`config.mk`:
```
export PLATFORM = sky130hd
export DESIGN_NAME = pbc_ctrl_reg
export DESIGN_NICKNAME = d
export VERILOG_FILES = /design/src/include/pbc_pkg.sv /design/src/hw/pbc_ctrl_reg.sv /design/src/hw/pbc_pulse_timer.sv
export SDC_FILE = /design/constraint.sdc
export NUM_CORES = 1
export LEC_CHECK = 0
export CORE_AREA = 2 2 88 90
export CTS_CLUSTER_DIAMETER = 60
export DETAILED_ROUTE_END_ITERATION = 16
export DIE_AREA = 0 0 90 92
export DONT_BUFFER_PORTS = 1
export PLACE_DENSITY = 0.5
export SLEW_MARGIN = 0
export SYNTH_ARGS = -nofsm -noshare
export SYNTH_HDL_FRONTEND = slang
export SYNTH_SLANG_ARGS = --single-unit
export TNS_END_PERCENT = 50
```
`constraint.sdc`:
```
create_clock -name clk -period 2.4 [get_ports clk]
set_input_delay 0.24 -clock clk [delete_from_list [all_inputs] [get_ports clk]]
set_output_delay 0.24 -clock clk [all_outputs]
set_load 0.1 [all_outputs]
```
`src/include/pbc_pkg.sv`:
```
// constants for the basic phy control register bank
package pbc_pkg;
	localparam logic [4:0] PBC_ADDR_CTRL = 5'h00;
	localparam int PBC_BIT_RESET = 15;
	localparam int PBC_BIT_LOOP = 14;
	localparam int PBC_BIT_SPEED = 13;
	localparam int PBC_BIT_ANEN = 12;
	localparam int PBC_BIT_PDOWN = 11;
	localparam int PBC_BIT_ISOL = 10;
	localparam int PBC_BIT_ANRST = 9;
	localparam int PBC_BIT_DUPLEX = 8;
	localparam int PBC_BIT_COLT = 7;
	localparam logic [15:0] PBC_CTRL_RESET = 16'h3080;
	// writable bits held in storage; 15 and 9 are self clearing and not stored
	localparam logic [15:0] PBC_CTRL_WMASK = 16'h7dff;
	// soft reset duration in cycles of the management clock
	localparam int PBC_SRST_CYCLES = 16;
	localparam int PBC_ANRST_CYCLES = 2;
	// descrambler dead time after loopback entry
	localparam int PBC_DEAD_NS = 560;
	localparam int PBC_CLK_NS = 4;
	localparam int PBC_DEAD_CYCLES = PBC_DEAD_NS / PBC_CLK_NS;
	typedef enum logic [1:0] {
		PBC_IDLE = 2'b00,
		PBC_SRST = 2'b01
	} pbc_state_e;
endpackage

```
`src/hw/pbc_ctrl_reg.sv`:
```
// basic phy control register, reached through management frame accesses
// Behaviour
// - register is read and written only via management frame accesses.
// - writing 1 to bit 15 resets all registers; bit clears itself.
// - bit 15 reads 1 during soft reset; accesses refused until done.
// - bit 14 loops transmit nibbles to receive, receiver cut off.
// - loopback entry may give up to 560 ns receive dead time.
// - hardware loopback strap overrides the register loopback bit.
// - bit 13 selects 100 or 10 Mbps when autoneg off; resets 1.
// - bit 12 enables autoneg, default 1; manual speed/duplex ignored then.
// - bit 11 places the device in low-power mode.
// - bit 11 ORed with link power-down request.
// - bit 10 isolates internal medium-independent interface both directions.
// - writing 1 to bit 9 restarts autoneg; bit self clears.
// - bit 8 selects duplex when autoneg off; default half.
// - with autoneg on, bit 8 reads 1 and ignores writes.
// - in loopback, behaviour ignores duplex bit.
// - bit 7 collision test has no effect, writable, default 1.
`timescale 1ns/1ps
module pbc_ctrl_reg
	import pbc_pkg::*;
(
	// clock and reset
	input wire logic clk,
	input wire logic nrst,
	// management access from the host side link
	input wire logic mgmt_valid,
	input wire logic mgmt_write,
	input wire logic [4:0] mgmt_addr,
	input wire logic [15:0] mgmt_wdata,
	output logic mgmt_ready,
	output logic [15:0] mgmt_rdata,
	output logic mgmt_rvalid,
	// hardware straps and link requests
	input wire logic strap_loopback,
	input wire logic link_power_down,
	// controls to the phy core
	output logic soft_reset,
	output logic loopback_en,
	output logic rx_dead_window,
	output logic speed_100,
	output logic full_duplex,
	output logic autoneg_en,
	output logic autoneg_restart,
	output logic power_down,
	output logic mii_isolate
);
	pbc_state_e state;
	pbc_state_e next_state;
	logic [15:0] ctrl;
	logic [15:0] next_ctrl;
	logic [15:0] rdata;
	logic [15:0] next_rdata;
	logic rvalid;
	logic next_rvalid;
	logic anrst_start;
	logic anrst_busy;
	logic srst_busy;
	logic srst_start;
	logic loop_q;
	logic next_loop_q;
	logic srst_done;
	logic rd_hit;
	logic dead_start;
	logic wr_hit;
	logic [15:0] readback;

	assign wr_hit = mgmt_valid && mgmt_ready && mgmt_write && (mgmt_addr == PBC_ADDR_CTRL);
	assign srst_start = wr_hit && mgmt_wdata[PBC_BIT_RESET];
	assign anrst_start = wr_hit && mgmt_wdata[PBC_BIT_ANRST] && !mgmt_wdata[PBC_BIT_RESET];
	assign rd_hit = mgmt_valid && mgmt_ready && !mgmt_write;
	// soft reset ends once its timer has run out
	assign srst_done = (state == PBC_SRST) && !srst_busy;

	// soft reset duration
	pbc_pulse_timer #(.W(8)) u_srst (
		.clk(clk),
		.nrst(nrst),
		.start(srst_start),
		.length(8'(PBC_SRST_CYCLES)),
		.busy(srst_busy)
	);

	// restart pulse, two cycles long
	pbc_pulse_timer #(.W(8)) u_anrst (
		.clk(clk),
		.nrst(nrst),
		.start(anrst_start),
		.length(8'(PBC_ANRST_CYCLES)),
		.busy(anrst_busy)
	);

	// receive dead window after loopback entry
	pbc_pulse_timer #(.W(8)) u_dead (
		.clk(clk),
		.nrst(nrst),
		.start(dead_start),
		.length(8'(PBC_DEAD_CYCLES)),
		.busy(rx_dead_window)
	);

	// soft reset runs until its timer has expired
	always_comb begin
		next_state = state;
		case (state)
			PBC_IDLE: begin
				if (srst_start) begin
					next_state = PBC_SRST;
				end
			end
			PBC_SRST: begin
				if (!srst_busy) begin
					next_state = PBC_IDLE;
				end
			end
			default: begin
				next_state = PBC_IDLE;
			end
		endcase
	end

	// refuse accesses while the soft reset runs
	assign mgmt_ready = (state == PBC_IDLE);

	// readback: self-clearing bits and the forced duplex bit
	always_comb begin
		readback = ctrl & PBC_CTRL_WMASK;
		readback[PBC_BIT_RESET] = (state == PBC_SRST);
		readback[PBC_BIT_ANRST] = 1'b0;
		if (ctrl[PBC_BIT_ANEN]) begin
			readback[PBC_BIT_DUPLEX] = 1'b1;
		end
	end

	// control word: a finishing soft reset wins over any write
	always_comb begin
		next_ctrl = ctrl;
		if (srst_done) begin
			next_ctrl = PBC_CTRL_RESET;
		end else if (wr_hit && !srst_start) begin
			next_ctrl = mgmt_wdata & PBC_CTRL_WMASK;
			// reserved bits stored as written; host keeps them zero
			next_ctrl[6:0] = mgmt_wdata[6:0];
			if (ctrl[PBC_BIT_ANEN]) begin
				next_ctrl[PBC_BIT_DUPLEX] = ctrl[PBC_BIT_DUPLEX];
			end
		end
	end

	// read answer: valid for one cycle, data held until the next read
	always_comb begin
		next_rdata = rdata;
		next_rvalid = 1'b0;
		if (rd_hit) begin
			next_rvalid = 1'b1;
			// other registers live outside this block and read as zero
			next_rdata = (mgmt_addr == PBC_ADDR_CTRL) ? readback : 16'h0000;
		end
	end

	// previous loopback level; zero after reset matches the idle level
	always_comb begin
		next_loop_q = loopback_en;
	end

	// state register
	always_ff @(posedge clk or negedge nrst) begin
		if (!nrst) begin
			state <= PBC_IDLE;
		end else begin
			state <= next_state;
		end
	end

	// hardware reset loads the same defaults a soft reset restores
	always_ff @(posedge clk or negedge nrst) begin
		if (!nrst) begin
			ctrl <= PBC_CTRL_RESET;
		end else begin
			ctrl <= next_ctrl;
		end
	end

	// read word and its valid pulse
	always_ff @(posedge clk or negedge nrst) begin
		if (!nrst) begin
			rdata <= 16'h0000;
			rvalid <= 1'b0;
		end else begin
			rdata <= next_rdata;
			rvalid <= next_rvalid;
		end
	end

	always_ff @(posedge clk or negedge nrst) begin
		if (!nrst) begin
			loop_q <= 1'b0;
		end else begin
			loop_q <= next_loop_q;
		end
	end

	assign mgmt_rdata = rdata;
	assign mgmt_rvalid = rvalid;
	assign soft_reset = (state == PBC_SRST);
	// strap wins over the register bit whenever it is asserted
	assign loopback_en = strap_loopback | ctrl[PBC_BIT_LOOP];
	// receive path flagged as possibly dead after loopback entry
	assign dead_start = loopback_en && !loop_q;
	assign autoneg_en = ctrl[PBC_BIT_ANEN];
	assign speed_100 = ctrl[PBC_BIT_ANEN] ? 1'b1 : ctrl[PBC_BIT_SPEED];
	// duplex ignored in loopback and under autoneg
	assign full_duplex = (ctrl[PBC_BIT_ANEN] || loopback_en) ? 1'b1
		: ctrl[PBC_BIT_DUPLEX];
	assign autoneg_restart = anrst_busy;
	assign power_down = ctrl[PBC_BIT_PDOWN] | link_power_down;
	assign mii_isolate = ctrl[PBC_BIT_ISOL];
	// collision test bit is stored only and drives nothing
endmodule // pbc_ctrl_reg

```
`src/hw/pbc_pulse_timer.sv`:
```
// down counter that holds busy for a programmed number of cycles
`timescale 1ns/1ps
module pbc_pulse_timer #(
	parameter int W = 8
) (
	// clock and reset
	input wire logic clk,
	input wire logic nrst,
	// control
	input wire logic start,
	input wire logic [W-1:0] length,
	output logic busy
);
	logic [W-1:0] cnt;
	logic [W-1:0] next_cnt;

	always_comb begin
		next_cnt = cnt;
		if (start) begin
			next_cnt = length;
		end else if (cnt != '0) begin
			next_cnt = cnt - 1'b1;
		end
	end

	always_ff @(posedge clk or negedge nrst) begin
		if (!nrst) begin
			cnt <= '0;
		end else begin
			cnt <= next_cnt;
		end
	end

	assign busy = (cnt != '0);
endmodule // pbc_pulse_timer

```
After elaboration in Yosys (flattened, before gate mapping). Cells that the tools add are included.

Bits of input ports: 27. Output and inout bits: 27. Word-level logic and storage cells: 62. Bits in registers: 59.

Muxes and demuxes: 17. Reduce and logical (&&, ||, !) cells: 27. Bitwise gates (word level): 2. Add/subtract/negate cells: 3. Equality and inequality tests: 4.

Operators by type and width (number): two-way mux 8 bit (6); two-way mux 15 bit (2); nonzero test 8 bit (3); subtractor 8 x 1 -> 8 bit (second input constant) (3); two-way mux 16 bit (1); logical AND 1 bit (10); nonzero test 2 bit (4); zero test 1 bit (5); zero test 5 bit (1); two-way mux 1 bit (5); two-way mux 2 bit (2); inequality test 2 x 1 -> 1 bit (second input constant) (2); case mux 2 bit (2 select lines) (1); AND reduction 2 bit (2); == test 2 x 1 -> 1 bit (second input constant) (1); zero test 2 bit (1); inequality test 2 bit (second input constant) (1); bitwise OR 1 bit (2); logical OR 1 bit (1).

Depth between registers and ports, before layout. Gate-level depths: netlist of run 1.

Depth after elaboration: 9. Gate-level depth with buffers: 7. Mapped depth without buffers: 6.

By module. Synthesis of run 1 repeated with hierarchy kept, for this count alone.

Cells, all modules: 309. Area total of the unflattened synthesis: 2939.1 um^2.

Modules (own cells, without submodules): pbc_pulse_timer (instances 3, seq. area each 200.2 um^2, area an instance 490.5 um^2, cells an instance 55); pbc_ctrl_reg (instances 1, seq. area each 804.5 um^2, area an instance 1467.7 um^2, cells an instance 144).

Least setup slack after synthesis of run 1. No wires, ideal clock.

Path type: flip-flop to flip-flop. Start point: register u_dead.cnt[0]. End point: register u_dead.cnt[0]. Period minus slack after synthesis: 2.650 ns. Slack: -0.250 ns. Arrival time: 2.513 ns. Path buffers: 0. Data required time: 2.263 ns. Cell stages (with the launch flop): 7. Setup time: 0.137 ns. Path through: dfrtp_1 inv_1 ha_1 nor4b_1 nand3b_1 xnor2_1 nor2_1.

Elaborated cells on any way between the ends: 5. Classes of those cells: add/sub: 1; mux: 2; reduce/logical: 2.

RTL lines: from (decl) (RTL line pbc_pulse_timer.sv:14) `logic [W-1:0] cnt;`; from (signal assigned) (RTL line pbc_pulse_timer.sv:30) `cnt <= next_cnt;`; nonzero test 8 bit; named net rx_dead_window (RTL line pbc_ctrl_reg.sv:40) `output logic rx_dead_window,`; nonzero test 2 bit (no line).

The timed path passes the listed nets, and every way through them passes these cells. The select of a mux whose other input is x is not followed. A chain may end at the register's enable or synchronous reset.

Worst setup path after layout of run 1.
Start point: register u_anrst.cnt[4]. End point: output port autoneg_restart.

Word-level cells in the longest chain between the ends: 1.

RTL lines: from (decl) (RTL line pbc_pulse_timer.sv:14); from (signal assigned) (RTL line pbc_pulse_timer.sv:30); nonzero test 8 bit (RTL line pbc_pulse_timer.sv:34) `assign busy = (cnt != '0);`; to (decl) (RTL line pbc_ctrl_reg.sv:44) `output logic autoneg_restart,`.

No other way between the ends.

==> results of run 1 <==
-- final cells by class --
cell class / instances / share of cell area [%]
inverters: 17 / 2.12
well taps: 102 / 4.25
clock inverters: 2 / 1.29
clock buffers: 6 / 2.42
multi-input cells: 197 / 37.2
flip-flops and latches: 56 / 46.8
repair buffers: 21 / 6.00
-- timing repair --
action / CTS / global route
hold endpoints to repair: 56 / 0
hold buffers: 2 / 0
gates resized for setup: 0 / 0
-- worst paths after layout --
check,start,to,slack [ns],depth (start not counted)
worst max-delay path,u_anrst.cnt[4]$_DFFE_PN0P_,autoneg_restart,0.22,3
worst min-delay path,mgmt_wdata[4],ctrl[4]$_DFFE_PN0P_,0.04,2
worst max register to register,u_srst.cnt[0]$_DFFE_PN0P_,u_srst.cnt[4]$_DFFE_PN0P_,0.50,6
worst min register to register,mgmt_rdata[14]$_DFFE_PN0P_,mgmt_rdata[14]$_DFFE_PN0P_,0.48,2
max in group asynchronous,nrst,ctrl[7]$_DFFE_PN1P_,1.66,2
min in group asynchronous,nrst,u_dead.cnt[4]$_DFFE_PN0P_,0.44,2
-- logic make-up after synthesis --
group | after synthesis | share of synthesized area (%)
AND/OR/NAND/NOR | 148 | 27.6
flip-flops | 56 | 53.4
AO/OA/AOI/OAI | 33 | 7.80
buffers and inverters | 27 | 4.99
adder cells (fa/ha/maj) | 6 | 2.85
XOR/XNOR | 5 | 1.66
multiplexers | 4 | 1.52
other | 1 | 0.143
-- sequential cells by signal, summed over array words and instances (netlist names) --
register	count
state	1
mgmt_rvalid	1
mgmt_rdata	15
loop_q	1
ctrl	14
u_srst.cnt	8
u_anrst.cnt	8
u_dead.cnt	8
-- critical path, cell delays in order, from the launching register on --
cell and delay, ns:
dfrtp_1 0.42, or4_1 0.57, or4_1 0.41, buf_4 0.25
-- layer usage --
metal	up-vias	routed length [um]	global-route usage [%]
li1	986	-	-
met1	923	2670	19.3
met2	29	2660	22.2
met3	2	252	3.29
met4	0	30	3.85
met5	-	0	0
-- per-stage QoR --
stage / area (um^2) / util, %
4_1_cts: 3000 / 40.3
2_1_floorplan: 2650 / -
3_3_place_gp: 2860 / 38.3
5_1_grt: 3000 / 40.3
3_5_place_dp: 2860 / 38.3
6_report: 3000 / 40.3
-- layout by cell type (no fill, tap or decap), types with 5 or more instances in the layout --
master | netlist | final
inv_1 | 17 | 17
dfrtp_1 | 53 | 53
nor2_1 | 28 | 28
buf_4 | 2 | 19
a31oi_1 | 5 | 5
clkbuf_8 | 0 | 5
a21oi_1 | 12 | 12
nand2_1 | 57 | 57
nand3_1 | 24 | 24
o21ai_0 | 5 | 5
ha_1 | 6 | 6
-- power by group --
group	leakage, nW	total [mW]	switching [mW]	internal [mW]
combinational	0.687	0.874	0.498	0.376
clock	0.0558	0.624	0.308	0.316
sequential	0.716	1.43	0.266	1.17
total	1.46	2.93	1.07	1.86
==> results.py, run 1 <==
metrics = {
    "run_status": {
        "status": "finished, final reports clean",
    },
    "cts": {
        "h-tree-depth": 2,
        "clk_path_buf_depth": 2,
        "clock-root-buffer": "clkbuf_8",
        "clkTransAtPathRegs_ns": 0.10,
        "cts_setup_buffers": 0,
        "cts_buffers": 5,
        "clkLatencyLatePin_ns": 0.30,
        "clkSinkCount": 56,
        "cts_tree": "yes",
    },
    "critical_path": {
        "crit_arrival_ns": 1.94,
        "cp-end-kind": "output port",
        "cp_max_fo": 4,
        "start_kind": "register",
        "critPathKind": "register to output port",
        "cp_data_required_time_ns": 2.16,
    },
    "detailed_routing": {
        "vias": 1940,
        "drcViolationCount": 0,
        "ant_nets": 0,
        "routedWlPerCell_um": 14.0,
        "vias_per_cell": 4.84,
        "drt_iter0_markers": 93,
        "drt_pre_antenna_iters": 4,
        "drt-total-wl_um": 5620,
    },
    "timing": {
        "rsz0062_at_grt": "false",
        "period_share_pct": 91.0,
        "slew_violations": 0,
        "setup_ws_ns": 0.215,
        "max_freq_ghz": 0.458,
        "setup_viol": 0,
        "tns_ns": 0,
        "min_period_ns": 2.18,
        "worst-slew-pin-transition_ns": 0.928,
        "timing.hold.ws_ns": 0.0397,
        "clock_skew_ns": 0.00697,
        "finalHoldViolations": 0,
        "max_slew_margin_pct": 38.1,
    },
    "floorplanning": {
        "rows": 32,
        "die_w_um": 90,
        "initial_core_util_pct": 35.3,
        "coreArea_um2": 7450,
        "die_height_um": 92,
        "die_area_um2": 8280,
        "io-pin-count": 54,
    },
    "cells_and_area": {
        "instances_no_fill": 401,
        "syn2layout_area_growth_pct": 14.2,
        "drive_gt1_share_pct": 13.0,
        "final_nets": 331,
        "fillers": 781,
        "seqCellArea_um2": 1410,
        "multiInputGateArea_um2": 1120,
        "n_antenna_cell": 0,
    },
    "global_routing": {
        "grt_pass1_vias": 1919,
        "grt_pass1_wl_um": 9380,
        "antenna_found_initial": 0,
        "gr-total-overflow": 0,
        "grt_usage_pct": 14.0,
        "grt_max_degree": 57,
    },
    "synthesis": {
        "synth_enable_flop_cells": 0,
        "post_synth.cell_area_avg_um2": 9.40,
        "yosysMostFrequentCell": "nand2_1",
        "ys_types": 46,
        "yosysTopAreaCellShare_pct": 50.4,
        "synth-main-ff-cell": "dfrtp_1",
        "ys_ff_latch": 56,
        "synth.top_cells.by_area": "dfrtp_1, nand2_1, nand3_1",
        "yosysSeqAreaShare_pct": 53.4,
        "postSynth.asyncResetShare_pct": 100,
        "mappedNetlistArea_um2": 2630,
        "synthTopCellsByCount": "nand2_1, dfrtp_1, nor2_1",
        "yosysWarnings": 0,
        "synthCells": 280,
        "synth_nets": 313,
        "yosys.area.top_type": "dfrtp_1",
    },
    "pwr": {
        "p_per_area_nw_per_um2": 975,
        "p_leak_nw": 1.46,
        "vdd_drop_max_uv": 265,
        "finalPower_mw": 2.93,
    },
    "min_path": {
        "hold_path_class": "input pin to register",
    },
    "job": {
        "cap_violations": 0,
    },
    "placed_design": {
        "dp_cells": 391,
        "globalplace.congestion": 0.813,
        "portBuffers": 0,
        "place_ws_ns": 0.464,
        "dp_hpwl_um": 3980,
    },
}
No activity file was read; power rests on OpenSTA's default activity.
==> inputs of run 2 (changes only) <==
--- a/config.mk
+++ b/config.mk
@@ -5,13 +5,14 @@
 export SDC_FILE = /design/constraint.sdc
 export NUM_CORES = 1
 export LEC_CHECK = 0
-export CORE_AREA = 2 2 88 90
+export CORE_AREA = 2 2 90 92
 export CTS_CLUSTER_DIAMETER = 60
 export DETAILED_ROUTE_END_ITERATION = 16
-export DIE_AREA = 0 0 90 92
+export DIE_AREA = 0 0 92 94
 export DONT_BUFFER_PORTS = 1
-export PLACE_DENSITY = 0.5
-export SLEW_MARGIN = 0
+export HOLD_SLACK_MARGIN = 0.15
+export PLACE_DENSITY = 0.48
+export SLEW_MARGIN = 20
 export SYNTH_ARGS = -nofsm -noshare
 export SYNTH_HDL_FRONTEND = slang
 export SYNTH_SLANG_ARGS = --single-unit
==> run 2 against run 1 <==
Routed wire length is 5.6% higher. Final cell count up 3.2%. Die area grew 4.4%. Via count is 2.6% higher.
==> results.py, run 2 (synthesized netlist as in run 1, its figures left out) <==
metrics = {
    "cells_and_area": {
        "final_nets": 344,
        "fillers": 791,
        "drive_gt1_share_pct": 12.5,
        "instances_no_fill": 414,
        "design_area_um2": 3140,
        "largest_reg_flops": 15,
        "syn2layout_area_growth_pct": 19.2,
        "n_antenna_cell": 0,
        "final_common_cell": "nand2_1",
        "layout_common_cells": "nand2_1, dfrtp_1, nor2_1, nand3_1, buf_4",
        "utilization_pct": 41.2,
    },
    "placed_design": {
        "dp_cells": 390,
        "dp_hpwl_um": 3960,
        "place_area_um2": 2850,
        "globalplace.congestion": 0.710,
        "portBuffers": 0,
    },
    "cts": {
        "clk_path_buf_depth": 2,
        "h-tree-depth": 2,
        "cts_setup_buffers": 0,
        "cts_buffers": 5,
        "clkSinkCount": 56,
        "post_cts_resized": 0,
        "clkTransAtPathRegs_ns": 0.10,
        "clock-root-buffer": "clkbuf_8",
        "clkLatencyLatePin_ns": 0.31,
        "cts_tree": "yes",
    },
    "timing": {
        "period_share_pct": 91.7,
        "min_period_ns": 2.20,
        "rsz0062_at_grt": "false",
        "tns_ns": 0,
        "max_freq_ghz": 0.454,
        "worst-slew-pin-transition_ns": 0.921,
        "slew_violations": 0,
        "finalHoldViolations": 0,
        "max_slew_margin_pct": 38.6,
        "clock_skew_ns": 0.00825,
        "setup_viol": 0,
    },
    "detailed_routing": {
        "drcViolationCount": 0,
        "ant_nets": 0,
        "drt_pre_antenna_iters": 4,
        "routedWlPerCell_um": 14.3,
        "vias": 1990,
        "vias_per_cell": 4.81,
        "drt-total-wl_um": 5940,
        "drt_iter0_markers": 115,
    },
    "critical_path": {
        "crit_arrival_ns": 1.96,
        "cp_slowest_stage_delay_ns": 0.57,
        "critPathKind": "register to output port",
        "crit_path_frequent_cell": "or4_1",
        "cpMaxStageDelayCell": "or4_1",
        "cp_data_required_time_ns": 2.16,
        "cp_max_fo": 4,
        "start_kind": "register",
        "cp-end-kind": "output port",
        "crit_chain": "or4_1, or4_1, buf_4",
    },
    "floorplanning": {
        "die_height_um": 94,
        "io-pin-count": 54,
        "coreArea_um2": 7610,
        "die_w_um": 92,
        "rows": 32,
        "die_area_um2": 8650,
        "initial_core_util_pct": 34.6,
    },
    "global_routing": {
        "antenna_found_initial": 0,
        "gr-total-overflow": 0,
        "grt_pass1_wl_um": 9830,
        "grt_max_degree": 57,
        "grt_pass1_vias": 1996,
        "grt_usage_pct": 14.6,
    },
    "pwr": {
        "vdd_drop_max_uv": 324,
        "p_leak_nw": 1.51,
        "p_per_area_nw_per_um2": 945,
        "finalPower_mw": 2.96,
    },
    "job": {
        "cap_violations": 0,
    },
    "run_status": {
        "status": "finished, final reports clean",
    },
    "min_path": {
        "hold_path_class": "input pin to register",
    },
}
run 2: cell count changes in the layout (fill, tap and decap cells not counted):
cell / change
dlygate4sd3_1: +14
inv_6: -1
clkinvlp_4: +1
clkinv_2: +1
buf_4: -1
clkbuf_1: -1
run 2: per-layer routing:
metal  GRT usage (%)  part of all wire, %  up-vias
met5               0                    0        -
met4            3.36                  1.0        0
met3            3.93                  3.9        6
met2            25.4                   49       28
met1            18.1                   46      944
li1                -                    -     1012
run 2: area by class of cell:
type / instances / area (um^2) / area share [%]
Multi-Input combinational cell: 197 / 1120 / 35.6
Sequential cell: 56 / 1410 / 44.8
Inverter: 17 / 63.8 / 2.03
Clock buffer: 5 / 68.8 / 2.19
Clock inverter: 3 / 42.5 / 1.36
Tap cell: 102 / 128 / 4.07
Timing Repair Buffer: 34 / 313 / 9.97
run 2: path summary, 6_finish.rpt:
check / from / end / slack (ns) / cells past startpoint
max: u_anrst.cnt[4]$_DFFE_PN0P_ / autoneg_restart / 0.20 / 3
min: mgmt_addr[1] / ctrl[3]$_DFFE_PN0P_ / 0.26 / 4
max reg2reg: u_srst.cnt[0]$_DFFE_PN0P_ / u_srst.cnt[4]$_DFFE_PN0P_ / 0.51 / 6
min reg2reg: ctrl[7]$_DFFE_PN1P_ / ctrl[7]$_DFFE_PN1P_ / 0.48 / 2
max in group asynchronous: nrst / ctrl[7]$_DFFE_PN1P_ / 1.60 / 2
min in group asynchronous: nrst / u_dead.cnt[2]$_DFFE_PN0P_ / 0.49 / 2
run 2: through the flow:
step | setup slack [ns] | hold WS (ns)
5_1_grt | 0.118 | 0.265
3_5_place_dp | 0.536 | -0.0525
2_1_floorplan | 0.0273 | -0.0556
4_1_cts | 0.181 | 0.257
3_3_place_gp | 0.541 | -0.0531
6_report | 0.199 | 0.263
run 2: worst max-delay path: cells and delay by family, from the launching register on:
family,cells,cell delay (ns)
buf+inv,1,0.24
flops,1,0.42
simple gates,2,0.98
run 2: where the power goes:
group	switching, mW	internal [mW]
clock network	0.320	0.310
registers	0.257	1.17
logic	0.519	0.395
run 2: repair_timing:
item                                    in CTS  in global routing
endpoints found under the setup margin       0                  0
hold buffers                                16                  0
endpoints found under the hold margin       70                  0
